`config.mk`:
```
export PLATFORM = sky130hd
export DESIGN_NAME = hvm_top
export DESIGN_NICKNAME = d
export VERILOG_FILES = /design/src/hvm_pkg.sv /design/src/hvm_irq.sv /design/src/hvm_pin_gate.sv /design/src/hvm_top.sv
export VERILOG_INCLUDE_DIRS = /design/src
export SDC_FILE = /design/constraint.sdc
export NUM_CORES = 1
export LEC_CHECK = 0
export ABC_AREA = 1
export BUFFER_PORTS_ARGS = -buffer_cell sky130_fd_sc_hd__buf_4
export CELL_PAD_IN_SITES_DETAIL_PLACEMENT = 0
export CELL_PAD_IN_SITES_GLOBAL_PLACEMENT = 1
export CORE_MARGIN = 2
export CORE_UTILIZATION = 39
export CTS_CLUSTER_DIAMETER = 80
export CTS_CLUSTER_SIZE = 16
export DETAILED_ROUTE_END_ITERATION = 12
export PLACE_DENSITY_LB_ADDON = 0.1
export SLEW_MARGIN = 40
export SYNTH_ARGS = -nofsm -noshare
export SYNTH_HDL_FRONTEND = slang
export SYNTH_SLANG_ARGS = --single-unit
```
`constraint.sdc`:
```
create_clock -name clock_in -period 3.2 [get_ports clock_in]
set_input_delay 0.16 -clock clock_in [delete_from_list [all_inputs] [get_ports clock_in]]
set_output_delay 0.16 -clock clock_in [all_outputs]
set_load 0.02 [all_outputs]
```
`src/hvm_map.svh`:
```
// Purpose: Register offsets, field positions, reset values and codes.
// Assumes: Byte addresses on an 8-bit AXI4-Lite address.
// Notes: Definitions only.
`ifndef HVM_MAP_SVH
`define HVM_MAP_SVH
// ---------------------------------------------------------------
// Register offsets
// ---------------------------------------------------------------
`define HVM_CTRL_OFS 8'h00
`define HVM_WKC1_OFS 8'h04
`define HVM_PULL_OFS 8'h08
`define HVM_GPIO_OFS 8'h0C
`define HVM_MODE_OFS 8'h10
`define HVM_WST0_OFS 8'h14
`define HVM_WST1_OFS 8'h18
`define HVM_WLVL_OFS 8'h1C
`define HVM_IST_OFS 8'h20
`define HVM_IMSK_OFS 8'h24
// ---------------------------------------------------------------
// Field positions
// ---------------------------------------------------------------
`define HVM_CTRL_MEAS_BIT 0
`define HVM_CTRL_FOT_BIT 1
`define HVM_WKC1_SENSE_BIT 0
`define HVM_WKC1_OTHER_BIT 2
`define HVM_GPIO_ON_BIT 3
`define HVM_IST_FAULT_BIT 0
`define HVM_IST_WAKE_BIT 1
// ---------------------------------------------------------------
// Reset values and codes
// ---------------------------------------------------------------
`define HVM_CTRL_RST 2'h0
`define HVM_WKC1_RST 3'h0
`define HVM_PULL_RST 4'h0
`define HVM_GPIO_RST 4'h0
`define HVM_CMD_NORMAL 3'h0
`define HVM_CMD_STOP 3'h1
`define HVM_CMD_SLEEP 3'h2
`define HVM_RESP_OKAY 2'h0
`define HVM_RESP_SLVERR 2'h2
`endif

```
`src/hvm_pkg.sv`:
```
// Purpose: Types shared by the measurement switch control files.
// Assumes: Nothing beyond the map header.
// Notes: Codes are one-hot for the operating modes.
package hvm_pkg;
   // ---------------------------------------------------------------
   // Types
   // ---------------------------------------------------------------
   typedef enum logic [4:0]
   {
      HVM_NORMAL = 5'h01,
      HVM_STOP = 5'h02,
      HVM_SLEEP = 5'h04,
      HVM_RESTART = 5'h08,
      HVM_FAILSAFE = 5'h10
   } hvm_mode_t;
   typedef enum logic [2:0]
   {
      HVM_GPIO_OFF = 3'h0,
      HVM_GPIO_FAIL = 3'h1,
      HVM_GPIO_WAKE = 3'h2,
      HVM_GPIO_LS = 3'h3,
      HVM_GPIO_HS = 3'h4
   } hvm_gpio_mode_t;
endpackage : hvm_pkg

```
`src/hvm_irq.sv`:
```
// Purpose: Sticky interrupt status, mask and one level interrupt.
// Assumes: Write strobes last one cycle.
// Notes: A set in the clearing cycle wins.
module hvm_irq
(
   input wire logic clock_in,
   input wire logic arst_n_in,
   input wire logic [1:0] event_in,
   input wire logic stat_wr_in,
   input wire logic mask_wr_in,
   input wire logic [1:0] wdata_in,
   output logic [1:0] stat_out,
   output logic [1:0] mask_out,
   output logic irq_out
);
   logic [1:0] stat_q, stat_d, mask_q, mask_d;
   logic irq_q, irq_d;
   // ---------------------------------------------------------------
   // Next state
   // ---------------------------------------------------------------
   always_comb
   begin
      stat_d = (stat_q & ~(stat_wr_in ? wdata_in : 2'h0)) | event_in;
      mask_d = mask_wr_in ? wdata_in : mask_q;
      irq_d = |(stat_d & mask_d);
   end
   // ---------------------------------------------------------------
   // Registers
   // ---------------------------------------------------------------
   always_ff @(posedge clock_in or negedge arst_n_in)
   begin
      if (!arst_n_in)
      begin
         stat_q <= 2'h0;
         mask_q <= 2'h0;
         irq_q <= 1'b0;
      end
      else
      begin
         stat_q <= stat_d;
         mask_q <= mask_d;
         irq_q <= irq_d;
      end
   end
   assign stat_out = stat_q;
   assign mask_out = mask_q;
   assign irq_out = irq_q;
endmodule : hvm_irq

```
`src/hvm_pin_gate.sv`:
```
// Purpose: Pull, level and wake handling of one sense-capable pin.
// Assumes: Pin input synchronous to the clock.
// Notes: While gated the level is frozen and no wake is reported.
module hvm_pin_gate
(
   input wire logic clock_in,
   input wire logic arst_n_in,
   input wire logic pin_in,
   input wire logic gate_in,
   input wire logic wake_en_in,
   input wire logic [1:0] pull_cfg_in,
   output logic level_out,
   output logic wake_out,
   output logic pull_up_out,
   output logic pull_dn_out
);
   logic level_q, level_d, wake_q, wake_d, pu_q, pu_d, pd_q, pd_d;
   // ---------------------------------------------------------------
   // Next state
   // ---------------------------------------------------------------
   always_comb
   begin
      level_d = gate_in ? level_q : pin_in; // see
      wake_d = !gate_in && wake_en_in && (pin_in != level_q);
      pu_d = !gate_in && pull_cfg_in[0]; // see
      pd_d = !gate_in && pull_cfg_in[1];
   end
   // ---------------------------------------------------------------
   // Registers
   // ---------------------------------------------------------------
   always_ff @(posedge clock_in or negedge arst_n_in)
   begin
      if (!arst_n_in)
      begin
         level_q <= 1'b0;
         wake_q <= 1'b0;
         pu_q <= 1'b0;
         pd_q <= 1'b0;
      end
      else
      begin
         level_q <= level_d;
         wake_q <= wake_d;
         pu_q <= pu_d;
         pd_q <= pd_d;
      end
   end
   assign level_out = level_q;
   assign wake_out = wake_q;
   assign pull_up_out = pu_q;
   assign pull_dn_out = pd_q;
endmodule : hvm_pin_gate

```
`src/hvm_top.sv`:
```
// Purpose: High-voltage measurement switch control with AXI4-Lite registers.
// Assumes: Pins and fail_safe_in synchronous to clock_in.
// Notes: Operating mode is tracked here and shown on mode_out.
// Operation
// Reset: measurement off, switch open, defaults.
// Switch closes only in normal mode.
// Enable kept when leaving normal mode.
// Pulls off, pin inputs gated while measuring.
// Pull, wake, GPIO settings ignored, still writable.
// Wake and level status frozen while measuring.
// Disabled: normal wake and level updates.
// Sleep with only pin wakes: fault, restart.
// Wake enables writable but without effect.
// Fail output, test, GPIO unavailable while measuring.
// GPIO config change while measuring: fault.
// Enable refused with fault unless GPIO off.
// Fail-safe keeps enable, opens switch.
// Fail-safe without measurement enables sense wake.
// Switch equals enable AND normal mode.
`include "hvm_map.svh"
module hvm_top
(
   input wire logic clock_in,
   input wire logic arst_n_in,
   input wire logic axi_awvalid_in,
   output logic axi_awready_out,
   input wire logic [7:0] axi_awaddr_in,
   input wire logic axi_wvalid_in,
   output logic axi_wready_out,
   input wire logic [31:0] axi_wdata_in,
   input wire logic [3:0] axi_wstrb_in,
   output logic axi_bvalid_out,
   input wire logic axi_bready_in,
   output logic [1:0] axi_bresp_out,
   input wire logic axi_arvalid_in,
   output logic axi_arready_out,
   input wire logic [7:0] axi_araddr_in,
   output logic axi_rvalid_out,
   input wire logic axi_rready_in,
   output logic [31:0] axi_rdata_out,
   output logic [1:0] axi_rresp_out,
   input wire logic sense_pin_in,
   input wire logic gpio_pin_in,
   input wire logic fail_safe_in,
   output logic meas_switch_out,
   output logic sense_pull_up_out,
   output logic sense_pull_dn_out,
   output logic gpio_pull_up_out,
   output logic gpio_pull_dn_out,
   output logic gpio_pin_out,
   output logic gpio_pin_oe_out,
   output logic [4:0] mode_out,
   output logic irq_out
);
   hvm_pkg::hvm_mode_t mode_q, mode_d;
   logic aw_q, aw_d, w_q, w_d, bvalid_q, bvalid_d, rvalid_q, rvalid_d;
   logic [7:0] awaddr_q, awaddr_d;
   logic [31:0] wdata_q, wdata_d, rdata_q, rdata_d;
   logic wstrb0_q, wstrb0_d;
   logic [1:0] bresp_q, bresp_d, rresp_q, rresp_d;
   logic [1:0] ctrl_q, ctrl_d;
   logic [2:0] wkc_q, wkc_d;
   logic [3:0] pull_q, pull_d, gcfg_q, gcfg_d;
   logic wst0_q, wst0_d, wst1_q, wst1_d;
   logic sw_q, sw_d, goe_q, goe_d, gout_q, gout_d;
   logic [2:0] rdy_q, rdy_d;
   logic wr, wr_en, fault, meas, ist_wr, imsk_wr, ar_take;
   logic s_lvl, s_wake, g_lvl, g_wake;
   logic [1:0] ist, imsk;
   hvm_pkg::hvm_gpio_mode_t gmode;

   function automatic logic mapped(input logic [7:0] a);
      mapped = (a <= `HVM_IMSK_OFS) && (a[1:0] == 2'h0);
   endfunction : mapped

   assign meas = ctrl_q[`HVM_CTRL_MEAS_BIT];
   assign gmode = hvm_pkg::hvm_gpio_mode_t'(gcfg_q[2:0]);
   // ---------------------------------------------------------------
   // Pin handling
   // ---------------------------------------------------------------
   hvm_pin_gate u_sense
   (
      .clock_in(clock_in),
      .arst_n_in(arst_n_in),
      .pin_in(sense_pin_in),
      .gate_in(meas),
      .wake_en_in(wkc_q[`HVM_WKC1_SENSE_BIT]),
      .pull_cfg_in(pull_q[1:0]),
      .level_out(s_lvl),
      .wake_out(s_wake),
      .pull_up_out(sense_pull_up_out),
      .pull_dn_out(sense_pull_dn_out)
   );
   hvm_pin_gate u_gpio
   (
      .clock_in(clock_in),
      .arst_n_in(arst_n_in),
      .pin_in(gpio_pin_in),
      .gate_in(meas),
      .wake_en_in(gmode == hvm_pkg::HVM_GPIO_WAKE),
      .pull_cfg_in(pull_q[3:2]),
      .level_out(g_lvl),
      .wake_out(g_wake),
      .pull_up_out(gpio_pull_up_out),
      .pull_dn_out(gpio_pull_dn_out)
   );
   // ---------------------------------------------------------------
   // Interrupts
   // ---------------------------------------------------------------
   assign ist_wr = wr_en && (awaddr_q == `HVM_IST_OFS);
   assign imsk_wr = wr_en && (awaddr_q == `HVM_IMSK_OFS);
   hvm_irq u_irq
   (
      .clock_in(clock_in),
      .arst_n_in(arst_n_in),
      .event_in({s_wake | g_wake, fault}),
      .stat_wr_in(ist_wr),
      .mask_wr_in(imsk_wr),
      .wdata_in(wdata_q[1:0]),
      .stat_out(ist),
      .mask_out(imsk),
      .irq_out(irq_out)
   );
   // ---------------------------------------------------------------
   // Bus handshake
   // ---------------------------------------------------------------
   always_comb
   begin
      aw_d = aw_q;
      w_d = w_q;
      awaddr_d = awaddr_q;
      wdata_d = wdata_q;
      wstrb0_d = wstrb0_q;
      bvalid_d = bvalid_q;
      bresp_d = bresp_q;
      wr = aw_q && w_q && !bvalid_q;
      wr_en = wr && wstrb0_q && mapped(awaddr_q);
      if (axi_awvalid_in && !aw_q && !bvalid_q)
      begin
         aw_d = 1'b1;
         awaddr_d = axi_awaddr_in;
      end
      if (axi_wvalid_in && !w_q && !bvalid_q)
      begin
         w_d = 1'b1;
         wdata_d = axi_wdata_in;
         wstrb0_d = axi_wstrb_in[0];
      end
      if (wr)
      begin
         aw_d = 1'b0;
         w_d = 1'b0;
         bvalid_d = 1'b1;
         bresp_d = mapped(awaddr_q) ? `HVM_RESP_OKAY : `HVM_RESP_SLVERR;
      end
      if (bvalid_q && axi_bready_in)
      begin
         bvalid_d = 1'b0;
      end
      ar_take = axi_arvalid_in && !rvalid_q;
      rvalid_d = rvalid_q;
      rdata_d = rdata_q;
      rresp_d = rresp_q;
      if (ar_take)
      begin
         rvalid_d = 1'b1;
         rresp_d = mapped(axi_araddr_in) ? `HVM_RESP_OKAY : `HVM_RESP_SLVERR;
         case (axi_araddr_in)
            `HVM_CTRL_OFS: rdata_d = {30'h0, ctrl_q};
            `HVM_WKC1_OFS: rdata_d = {29'h0, wkc_q};
            `HVM_PULL_OFS: rdata_d = {28'h0, pull_q};
            `HVM_GPIO_OFS: rdata_d = {28'h0, gcfg_q};
            `HVM_MODE_OFS: rdata_d = {27'h0, mode_q};
            `HVM_WST0_OFS: rdata_d = {31'h0, wst0_q};
            `HVM_WST1_OFS: rdata_d = {31'h0, wst1_q};
            `HVM_WLVL_OFS: rdata_d = {30'h0, g_lvl, s_lvl};
            `HVM_IST_OFS: rdata_d = {30'h0, ist};
            `HVM_IMSK_OFS: rdata_d = {30'h0, imsk};
            default: rdata_d = 32'h0;
         endcase
      end
      else if (rvalid_q && axi_rready_in)
      begin
         rvalid_d = 1'b0;
      end
      rdy_d = {!aw_d && !bvalid_d, !w_d && !bvalid_d, !rvalid_d};
   end
   // ---------------------------------------------------------------
   // Configuration, mode and pin drive
   // ---------------------------------------------------------------
   always_comb
   begin
      ctrl_d = ctrl_q;
      wkc_d = wkc_q;
      pull_d = pull_q;
      gcfg_d = gcfg_q;
      mode_d = mode_q;
      fault = 1'b0;
      wst0_d = wst0_q | s_wake;
      wst1_d = wst1_q | g_wake;
      if (wr_en)
      begin
         case (awaddr_q)
            `HVM_CTRL_OFS:
            begin
               fault = wdata_q[0] && !meas && (gmode != hvm_pkg::HVM_GPIO_OFF);
               ctrl_d = {wdata_q[1], wdata_q[0] && !fault};
            end
            `HVM_WKC1_OFS: wkc_d = wdata_q[2:0];
            `HVM_PULL_OFS: pull_d = wdata_q[3:0];
            `HVM_GPIO_OFS:
            begin
               gcfg_d = wdata_q[3:0];
               fault = meas && (wdata_q[3:0] != gcfg_q);
            end
            `HVM_MODE_OFS:
            begin
               if ((mode_q == hvm_pkg::HVM_NORMAL) && (wdata_q[2:0] == `HVM_CMD_STOP))
                  mode_d = hvm_pkg::HVM_STOP;
               else if ((mode_q == hvm_pkg::HVM_NORMAL) && (wdata_q[2:0] == `HVM_CMD_SLEEP))
               begin
                  fault = meas && !wkc_q[`HVM_WKC1_OTHER_BIT];
                  mode_d = fault ? hvm_pkg::HVM_RESTART : hvm_pkg::HVM_SLEEP;
               end
               else if ((mode_q == hvm_pkg::HVM_STOP) && (wdata_q[2:0] == `HVM_CMD_NORMAL))
                  mode_d = hvm_pkg::HVM_NORMAL;
            end
            `HVM_WST0_OFS: wst0_d = (wst0_q & ~wdata_q[0]) | s_wake;
            `HVM_WST1_OFS: wst1_d = (wst1_q & ~wdata_q[0]) | g_wake;
            default: fault = 1'b0;
         endcase
      end
      case (mode_q)
         hvm_pkg::HVM_RESTART: mode_d = hvm_pkg::HVM_NORMAL;
         hvm_pkg::HVM_SLEEP,
         hvm_pkg::HVM_FAILSAFE:
         begin
            if (s_wake || g_wake)
            begin
               mode_d = hvm_pkg::HVM_RESTART;
            end
         end
         default: mode_d = mode_d;
      endcase
      if (fail_safe_in && (mode_q != hvm_pkg::HVM_FAILSAFE))
      begin
         mode_d = hvm_pkg::HVM_FAILSAFE;
         if (!ctrl_d[`HVM_CTRL_MEAS_BIT])
         begin
            wkc_d[`HVM_WKC1_SENSE_BIT] = 1'b1;
         end
      end
      // Enable is kept across modes; the switch follows the mode.
      sw_d = ctrl_d[`HVM_CTRL_MEAS_BIT] && (mode_d == hvm_pkg::HVM_NORMAL); // see see
      goe_d = 1'b0;
      gout_d = 1'b0;
      if (!ctrl_d[`HVM_CTRL_MEAS_BIT])
      begin
         case (hvm_pkg::hvm_gpio_mode_t'(gcfg_d[2:0]))
            hvm_pkg::HVM_GPIO_FAIL: goe_d = (mode_d == hvm_pkg::HVM_FAILSAFE) ||
                                            ctrl_d[`HVM_CTRL_FOT_BIT];
            hvm_pkg::HVM_GPIO_LS: goe_d = gcfg_d[`HVM_GPIO_ON_BIT];
            hvm_pkg::HVM_GPIO_HS:
            begin
               goe_d = gcfg_d[`HVM_GPIO_ON_BIT];
               gout_d = 1'b1;
            end
            default: goe_d = 1'b0;
         endcase
      end
   end
   // ---------------------------------------------------------------
   // Registers
   // ---------------------------------------------------------------
   always_ff @(posedge clock_in or negedge arst_n_in)
   begin
      if (!arst_n_in)
      begin
         aw_q <= 1'b0;
         w_q <= 1'b0;
         awaddr_q <= 8'h00;
         wdata_q <= 32'h0;
         wstrb0_q <= 1'b0;
         bvalid_q <= 1'b0;
         bresp_q <= `HVM_RESP_OKAY;
         rvalid_q <= 1'b0;
         rdata_q <= 32'h0;
         rresp_q <= `HVM_RESP_OKAY;
         rdy_q <= 3'h7;
         ctrl_q <= `HVM_CTRL_RST;
         wkc_q <= `HVM_WKC1_RST;
         pull_q <= `HVM_PULL_RST;
         gcfg_q <= `HVM_GPIO_RST;
         mode_q <= hvm_pkg::HVM_NORMAL;
         wst0_q <= 1'b0;
         wst1_q <= 1'b0;
         sw_q <= 1'b0;
         goe_q <= 1'b0;
         gout_q <= 1'b0;
      end
      else
      begin
         aw_q <= aw_d;
         w_q <= w_d;
         awaddr_q <= awaddr_d;
         wdata_q <= wdata_d;
         wstrb0_q <= wstrb0_d;
         bvalid_q <= bvalid_d;
         bresp_q <= bresp_d;
         rvalid_q <= rvalid_d;
         rdata_q <= rdata_d;
         rresp_q <= rresp_d;
         rdy_q <= rdy_d;
         ctrl_q <= ctrl_d;
         wkc_q <= wkc_d;
         pull_q <= pull_d;
         gcfg_q <= gcfg_d;
         mode_q <= mode_d;
         wst0_q <= wst0_d;
         wst1_q <= wst1_d;
         sw_q <= sw_d;
         goe_q <= goe_d;
         gout_q <= gout_d;
      end
   end
   assign axi_awready_out = rdy_q[2];
   assign axi_wready_out = rdy_q[1];
   assign axi_bvalid_out = bvalid_q;
   assign axi_bresp_out = bresp_q;
   assign axi_arready_out = rdy_q[0];
   assign axi_rvalid_out = rvalid_q;
   assign axi_rdata_out = rdata_q;
   assign axi_rresp_out = rresp_q;
   assign meas_switch_out = sw_q;
   assign gpio_pin_out = gout_q;
   assign gpio_pin_oe_out = goe_q;
   assign mode_out = mode_q;
endmodule : hvm_top

```
# Word-level counts from Yosys, hierarchy flattened
# Index checks and enable logic that the tools add are counted.
# Widths: inputs -> output; s select.
# totals
ff_bits	92
# op_classes
order_cmp	2
n_eq_ne	34
mux	42
bitwise	12
n_reduce_logical	59
# ops
op	count
$eq 8x5->1 const B	7
$pmux 5 s10	1
$logic_and 1x1->1	35
$mux 5	7
$eq 8x4->1 const B	4
$eq 8x6->1 const B	4
$mux 1	22
$eq 8x3->1 const B	2
$le 8x6->1 const B	2
$logic_not 8->1	2
$mux 2	6
$mux 4	3
$logic_not 1->1	11
$eq 5x1->1 const B	2
$eq 5x5->1 const B	2
$pmux 5 s2	1
$eq 3x2->1 const B	3
$eq 3x1->1 const B	2
$reduce_or 2->1	3
$eq 5x2->1 const B	1
$eq 5x3->1 const B	1
$eq 5x4->1 const B	1
$ne 5x5->1 const B	1
$or 1x1->1	5
15 further kinds	21

# Longest topological paths before layout
# Gate-level depths: netlist of run 1.
# depth
word_depth	14
mapped_depth	15

# Modules after synthesis
# From an unflattened synthesis of run 1, not the netlist that was laid out.
# hier_totals
hier_cells	421
area_unflattened_um2	3433.3
# modules_own_cells
mod	instances	cells_each	area_each_um2
hvm_top	1	362	2922.8
hvm_pin_gate	2	18	156.4
hvm_irq	1	23	197.7

# Worst setup path before layout of run 1
# Ideal clock, no wire load.
# synth_path
kind	flip-flop to flip-flop
from	register bvalid_q (netlist: axi_bvalid_out)
to	register goe_q (netlist: gpio_pin_oe_out)
setup_time_ns	0.073
arrival_time_ns	1.729
setup_slack_ns	1.398
path_stages_with_launch	12
path_buffers	0
period_less_slack_ns	1.802
cell_sequence	dfrtp_1 > inv_2 > nand3_2 > nor3_4 > nand2_4 > nor2_8 > nand2_1 > o21ai_2 > nand2_2 > o22ai_2 > nand2_1 > a21oi_2
# synth_via
elab_chain_len	12
elab_cells_between_ends	18
# synth_rtl
element	line	text
start: declaration	hvm_top.sv:56	logic aw_q, aw_d, w_q, w_d, bvalid_q, bvalid_d, rvalid_q, rvalid_d;
start signal: assignment	hvm_top.sv:308	bvalid_q <= bvalid_d;
$logic_not 1->1 (*)	hvm_top.sv:136	wr = aw_q && w_q && !bvalid_q;
$logic_and 1x1->1 (*)	hvm_top.sv:136	
$logic_and 1x1->1 (*) (2 in series)	hvm_top.sv:137	wr_en = wr && wstrb0_q && mapped(awaddr_q);
$mux 5	hvm_top.sv:201	if (wr_en)
$mux 5	hvm_top.sv:238	if (s_wake || g_wake)
$pmux 5 s2	hvm_top.sv:233	case (mode_q)
$mux 5	hvm_top.sv:245	if (fail_safe_in && (mode_q != hvm_pkg::HVM_FAILSAFE))
$eq 5x5->1	hvm_top.sv:260	hvm_pkg::HVM_GPIO_FAIL: goe_d = (mode_d == hvm_pkg::HVM_FAILSAFE) ||
$logic_or 1x1->1	hvm_top.sv:260	
$pmux 1 s2	hvm_top.sv:259	case (hvm_pkg::hvm_gpio_mode_t'(gcfg_d[2:0]))
$mux 1 (*)	hvm_top.sv:257	if (!ctrl_d[`HVM_CTRL_MEAS_BIT])
named net goe_d	hvm_top.sv:65	logic sw_q, sw_d, goe_q, goe_d, gout_q, gout_d;
end signal: assignment	hvm_top.sv:322	goe_q <= goe_d;
end: declaration	hvm_top.sv:65	
# Mark *: on every way through the listed nets, which the timed path passes. The rest lies on a longest branch.
# A chain may end at the register's enable or synchronous reset.

# Worst setup path after layout of run 1
# layout_path
from	register awaddr_q[0]
to	register goe_q (netlist: gpio_pin_oe_out)
# layout_via
elab_chain_len	11
elab_cells_between_ends	24
# layout_rtl
element	line	text
start: declaration	hvm_top.sv:57	logic [7:0] awaddr_q, awaddr_d;
start signal: assignment	hvm_top.sv:305	awaddr_q <= awaddr_d;
$le 8x6->1 (no source line) / $logic_not 2->1 (equally long branches)	n/a	
$logic_and 1x1->1	hvm_top.sv:73	mapped = (a <= `HVM_IMSK_OFS) && (a[1:0] == 2'h0);
$logic_and 1x1->1	hvm_top.sv:137	
$mux 5	hvm_top.sv:201	
$mux 5	hvm_top.sv:238	
$pmux 5 s2	hvm_top.sv:233	
$mux 5	hvm_top.sv:245	
$eq 5x5->1	hvm_top.sv:260	
$logic_or 1x1->1	hvm_top.sv:260	
$pmux 1 s2	hvm_top.sv:259	
$mux 1 (*)	hvm_top.sv:257	
named net goe_d	hvm_top.sv:65	
# Marks and branches as above.

==> results.sh, run 1 <==
export IMPL_hold_violations=0
export IMPL_max_freq_mhz=486
export IMPL_multi_input_area_um2=1460
export IMPL_fin_skew_ns=0.00948
export IMPL_rsz0062_at_grt="false"
export IMPL_tns_ns=0
export IMPL_synth_seq_cells=63
export IMPL_crit_slowest_cell="dfrtp_1"
export IMPL_hpwl_mm=6.25
export IMPL_wl_per_cell_um=13.5
export IMPL_dpl_cell_area_um2=3830
export IMPL_nNetsFinal=550
export IMPL_synth_area_um2=3410
export IMPL_worstPathMaxFanout=6
export IMPL_vias=2854
export IMPL_fill_cells=882
export IMPL_cts_made_buffers=9
export IMPL_cellLeakagePower_nw=2.16
export IMPL_design_area_um2=4120
export IMPL_pwr_share_comb=0.269
export IMPL_grt_max_degree=64
export IMPL_utilization=0.479
export IMPL_max_slew_margin=0.587
export IMPL_place_congestion=0.924
export IMPL_switching_share=0.345
export IMPL_die_h_um=97.6
export IMPL_final_setup_viol_count=0
export IMPL_worstSetupPathType="reg -> reg"
export IMPL_grtUsageTotal=0.175
export IMPL_cts_resized=0
export IMPL_p_int_mw=1.80
export IMPL_ys_seq_area_frac=0.463
export IMPL_arrival_ns=2.28
export IMPL_postRouteWirelength_mm=8.12
export IMPL_seq_area_um2=1580
export IMPL_max_stage_delay_ns=0.37
export IMPL_ys_async_sr_fraction=1.00
export IMPL_overflow=0
export IMPL_drv_slew=0
export IMPL_area_delta_synth_final_pct=20.6
export IMPL_p_seq_frac=0.391
export IMPL_p_clk_frac=0.341
export IMPL_critPathMostFrequentCell="nand2_1"
export IMPL_cp_required_ns=3.42
export IMPL_finalCritPeriodShare=0.643
export IMPL_cts_clk_slew_worst_paths_ns=0.08
export IMPL_htreeDepth=3
export IMPL_first_pass_iters=5
export IMPL_drtAntennaViolNets=0
export IMPL_worstPathCellList="inv_1 -> nand2_2 -> inv_1 -> nand2_1 -> nor2_1 -> nand4_1 -> nand2_1 -> nand3_1 -> nand2_1 -> inv_1 -> nand3_1 -> nand2_1 -> nand2_1 -> a21oi_2"
export IMPL_grt_pass1_vias=2690
export IMPL_antenna_found_initial=0
export IMPL_rows=34
export IMPL_drive_above_1_share=0.209
export IMPL_diodes=0
export IMPL_worst_slew_pin_slew_ns=0.617
export IMPL_yosys_warnings=0
export IMPL_die_w_um=97.6
export IMPL_insertion_delay_ns=0.34
export IMPL_maxCapViolations=0
export IMPL_p_switching_mw=0.945
export IMPL_dieArea_um2=9520
export IMPL_synth_edf_count=0
export IMPL_io_pins=116
export IMPL_cts_tree="yes"
export IMPL_outcome="finished clean"
export IMPL_start_util=0.397
export IMPL_cts_path_max_buffers=2
export IMPL_viasPerCell=4.75
export IMPL_coreArea_um2=8590
export IMPL_cts_sinks=63
export IMPL_root_buffer="clkbuf_8"
export IMPL_end_kind="register"
export IMPL_syn_inst=426
export IMPL_min_path_type="in -> reg"
export IMPL_drc=0
export IMPL_power_per_cell_area_nw_per_um2=666
export IMPL_drt_iter0_drc=84
export IMPL_syn_area_per_cell_um2=8.01
export IMPL_portBuffers=55
export IMPL_max_vdd_ir_drop_v=0.000311
export IMPL_synth_ff_type="dfrtp_1"
export IMPL_synth_cell_types=41
export IMPL_grt_pass1_wl_mm=13.2
export IMPL_start_kind="register"
export IMPL_min_period_ns=2.06
## layout by cell type, fill, tap and decap left out, types with 6 or more instances in the layout
master	instances
nand4_1	10
a21oi_1	14
buf_4	54
nand3_1	25
nand2_2	6
o21ai_0	27
dfrtp_1	59
nor3_1	7
conb_1	29
nand2_1	85
inv_1	61
nor2_1	47
clkbuf_8	10
## cells in the mapped netlist, types with 3 or more instances
cell type / n / area [um2]
dfstp_2: 4 / 105
nand4_1: 10 / 62.6
nand2_1: 85 / 319
nand2_2: 6 / 37.5
a31oi_1: 3 / 18.8
dfrtp_1: 59 / 1480
o21ai_0: 27 / 135
o211ai_1: 3 / 22.5
nor3_1: 7 / 35.0
a21oi_1: 14 / 70.1
o21ai_2: 4 / 35.0
clkbuf_1: 4 / 15.0
nand3_1: 25 / 125
xor2_1: 4 / 35.0
inv_1: 61 / 229
inv_2: 4 / 15.0
nand2_4: 3 / 33.8
buf_4: 29 / 218
nor2_1: 47 / 176
## final cells by class
class,instances,area share
Multi-Input combinational cell,293,0.355
Timing Repair Buffer,56,0.104
Sequential cell,63,0.384
Clock inverter,5,0.0313
Inverter,65,0.0593
Tap cell,108,0.0328
Clock buffer,11,0.0343
## worst max-delay path, delay by kind of cell (launching register included)
kind	cells	cell delay, ns
buf+inv	3	0.28
compound gates	1	0.05
flops	1	0.37
simple gates	10	1.24
## state kept, by name (all words and copies together), names as in the netlist, 2 cells and up
name	cells
u_irq.stat_out	2
mode_out	5
awaddr_q	8
wdata_q	4
gcfg_q	4
u_irq.mask_out	2
axi_rdata_out	5
wkc_q	3
ctrl_q	2
pull_q	4
rdy_q	3
## timing repair
item	in CTS	in global routing
endpoints found under the hold margin	59	0
setup buffers	0	0
hold buffers	1	0
## power groups by stage
stage	logic, mW	clock network [mW]	registers [mW]
after floorplan	0.506	0	1.10
after global placement	0.737	0	1.08
after detailed placement	0.745	0	1.09
after CTS	0.748	0.956	1.07
after global routing	0.833	0.992	1.09
final	0.737	0.935	1.07
## through the flow
| stage | worst slack [ns] | power, mW | hold slack [ns] | cells |
|---|---|---|---|---|
| finish | 1.14 | 2.74 | 0.0353 | 601 |
| global placement | 1.20 | 1.82 | 0.307 | 584 |
| CTS | 1.15 | 2.78 | 0.0146 | 601 |
| floorplan | 1.40 | 1.61 | -0.136 | 454 |
| detailed placement | 1.18 | 1.83 | 0.313 | 584 |
| global route | 0.941 | 2.92 | 0.0226 | 601 |
## cell families after synthesis
family | Yosys count | share of synthesized area
buffers and inverters | 98 | 0.140
xor gates and xnor gates | 5 | 0.0128
and+or+nand+nor | 192 | 0.261
muxes | 1 | 0.00330
other | 1 | 0.00110
DFF | 63 | 0.463
AOI/OAI and AO/OA | 66 | 0.118
## routing by layer
layer | wire [um] | GRT usage
met2 | 3800 | 0.281
met5 | 0 | 0
met1 | 3710 | 0.229
met3 | 396 | 0.0417
met4 | 213 | 0.0705
## worst paths after layout
| path | start | end | slack, ns | depth (start not counted) |
|---|---|---|---|---|
| max reg2reg | awaddr_q[0] | gpio_pin_oe_out | 1.14 | 14 |
| min in group asynchronous | arst_n_in | axi_rresp_out[1] | 0.36 | 2 |
| min | axi_wdata_in[1] | wdata_q[1] | 0.04 | 3 |
| max in group asynchronous | arst_n_in | mode_out[0] | 2.43 | 2 |
| max | awaddr_q[0] | gpio_pin_oe_out | 1.14 | 14 |
| min reg2reg | u_sense.wake_out | wst0_q | 0.46 | 1 |
Power figures use the tool's default switching activity.
==> inputs of run 2 (changes only) <==
CORE_UTILIZATION = 36   (was 39)
clock period = 2.11 ns   (was 3.2 ns; I/O delays follow)
==> run 2 against run 1 <==
  * Sequential power grew 51%
  * Count of clock-buffer cells in the layout is 2 lower
  * Clock power rose by 13%
  * Hold slack lost 0.028 ns
  * Setup slack got worse by 0.97 ns
  * Design area is 5.3% higher
  * Critical endpoint unchanged
  * Die area grew 8.0%
  * First-iteration DRC count up 61%
  * Critical path depth is 1 lower
  * Core utilization down 0.98 points
  * Flip-flop and latch count unchanged
  * Cell count grew 8.0%
==> results.sh, run 2 (synthesis gave the netlist of run 1 again) <==
export IMPL_outcome="finished clean"
export IMPL_max_slew_margin=0.611
export IMPL_max_vdd_ir_drop_v=0.000467
export IMPL_design_area_um2=4340
export IMPL_power_per_cell_area_nw_per_um2=921
export IMPL_end_kind="register"
export IMPL_cts_made_buffers=9
export IMPL_worstSetupPathType="reg -> reg"
export IMPL_r2r_start="axi_bvalid_out"
export IMPL_min_path_type="in -> reg"
export IMPL_final_setup_viol_count=0
export IMPL_grt_pass1_wl_mm=13.9
export IMPL_final_cells=649
export IMPL_max_freq_mhz=518
export IMPL_setup_slack_ns=0.178
export IMPL_grt_pass1_vias=2813
export IMPL_min_path_cells=3
export IMPL_hpwl_mm=6.46
export IMPL_min_period_ns=1.93
export IMPL_finalCritPeriodShare=0.916
export IMPL_place_inst=618
export IMPL_grtUsageTotal=0.178
export IMPL_drv_slew=0
export IMPL_dpl_cell_area_um2=3960
export IMPL_fin_skew_ns=0.00517
export IMPL_die_h_um=101
export IMPL_maxCapViolations=0
export IMPL_drc=0
export IMPL_holdPathEnd="u_gpio.level_out"
export IMPL_utilization=0.469
export IMPL_viasPerCell=4.52
export IMPL_tns_ns=0
export IMPL_drtAntennaViolNets=0
export IMPL_r2r_worst_path_cells=13
export IMPL_r2r_end="gpio_pin_oe_out"
export IMPL_cts_path_max_buffers=2
export IMPL_nNetsFinal=577
export IMPL_worst_slew_pin_slew_ns=0.583
export IMPL_insertion_delay_ns=0.34
export IMPL_cts_sinks=63
export IMPL_postRouteWirelength_mm=8.53
export IMPL_arrival_ns=2.15
export IMPL_drive_above_1_share=0.238
export IMPL_dieArea_um2=10300
export IMPL_cellLeakagePower_nw=2.24
export IMPL_regToRegSetupSlack_ns=0.18
export IMPL_diodes=0
export IMPL_cts_clk_slew_worst_paths_ns=0.08
export IMPL_holdWs_ns=0.00715
export IMPL_dpl_worst_slack_ns=0.122
export IMPL_final_common_cell="nand2_1"
export IMPL_start_kind="register"
export IMPL_overflow=0
export IMPL_io_pins=116
export IMPL_place_congestion=0.868
export IMPL_rows=35
export IMPL_largest_reg_flops=8
export IMPL_portBuffers=55
export IMPL_worstPathMaxFanout=6
export IMPL_wl_per_cell_um=13.1
export IMPL_start_util=0.369
export IMPL_htreeDepth=3
export IMPL_fin_total_pwr_mw=3.99
export IMPL_fill_cells=967
export IMPL_grt_max_degree=64
export IMPL_first_pass_iters=4
export IMPL_regMostFlops="awaddr_q"
export IMPL_hold_violations=0
export IMPL_drt_iter0_drc=135
export IMPL_cts_tree="yes"
export IMPL_area_delta_synth_final_pct=27.1
export IMPL_hold_start="gpio_pin_in"
export IMPL_cp_required_ns=2.33
export IMPL_vias=2936
export IMPL_root_buffer="clkbuf_8"
export IMPL_die_w_um=101
export IMPL_antenna_found_initial=0
export IMPL_mostFrequentLayoutCells="nand2_1, buf_4, inv_1"
export IMPL_coreArea_um2=9240
==> run 2: cell count changes in the layout (fill, tap and decap cells not counted), sizes merged <==
cell | before | now
buf | 55 | 69
bufinv | 4 | 1
clkbuf | 11 | 9
clkinv | 1 | 2
clkinvlp | 0 | 4
dlygate4sd3 | 1 | 14
==> run 2: final cells by class <==
type	count	area, um2	share of cell area
multi-input cells	293	1490	0.344
inverters	65	244	0.0563
flip-flops and latches	63	1580	0.365
well taps	129	161	0.0372
repair buffers	83	662	0.153
clock inverters	7	73.8	0.0170
clock buffers	9	124	0.0286
==> run 2: worst max path at each step <==
stage / cells past startpoint / slack [ns] / end / start
floorplan: 11 / 0.31 / gpio_pin_oe_out / axi_bvalid_out
global placement: 9 / 0.14 / meas_switch_out / axi_bvalid_out
detailed placement: 12 / 0.12 / u_irq.irq_out / awaddr_q[4]
CTS: 9 / 0.08 / meas_switch_out / axi_bvalid_out
global route: 13 / -0.004 / gpio_pin_oe_out / axi_bvalid_out
finish: 13 / 0.18 / gpio_pin_oe_out / axi_bvalid_out
==> run 2: timing repair <==
action	CTS	global route
endpoints found under the hold margin	72	0
resized for setup	0	8
endpoints found under the setup margin	0	9
hold buffers	14	0
setup buffers	0	1
==> run 2: worst max-delay path: stages (launching register included) <==
cell	delay (ns)
dfrtp_1	0.40
inv_2	0.12
nand3_4	0.13
nor3_4	0.30
buf_4	0.18
nand4_1	0.10
nand2_1	0.07
nand3_1	0.09
nand2_1	0.12
inv_1	0.05
nand3_1	0.07
nand2_1	0.06
nand2_1	0.08
a21oi_2	0.05
==> run 2: power breakdown <==
group	switching (mW)	leakage [nW]	internal, mW	total (mW)
Clock	0.512	0.0875	0.544	1.06
Combinational	0.842	1.36	0.473	1.31
Sequential	0.190	0.786	1.43	1.62
==> run 2: per-layer routing <==
| metal | vias up | global-route usage | part of all wire |
|---|---|---|---|
| met5 | - | 0 | 0 |
| met4 | 0 | 0.0613 | 0.015 |
| met3 | 11 | 0.0366 | 0.041 |
| met2 | 72 | 0.282 | 0.47 |
| met1 | 1368 | 0.244 | 0.47 |
| li1 | 1485 | - | - |
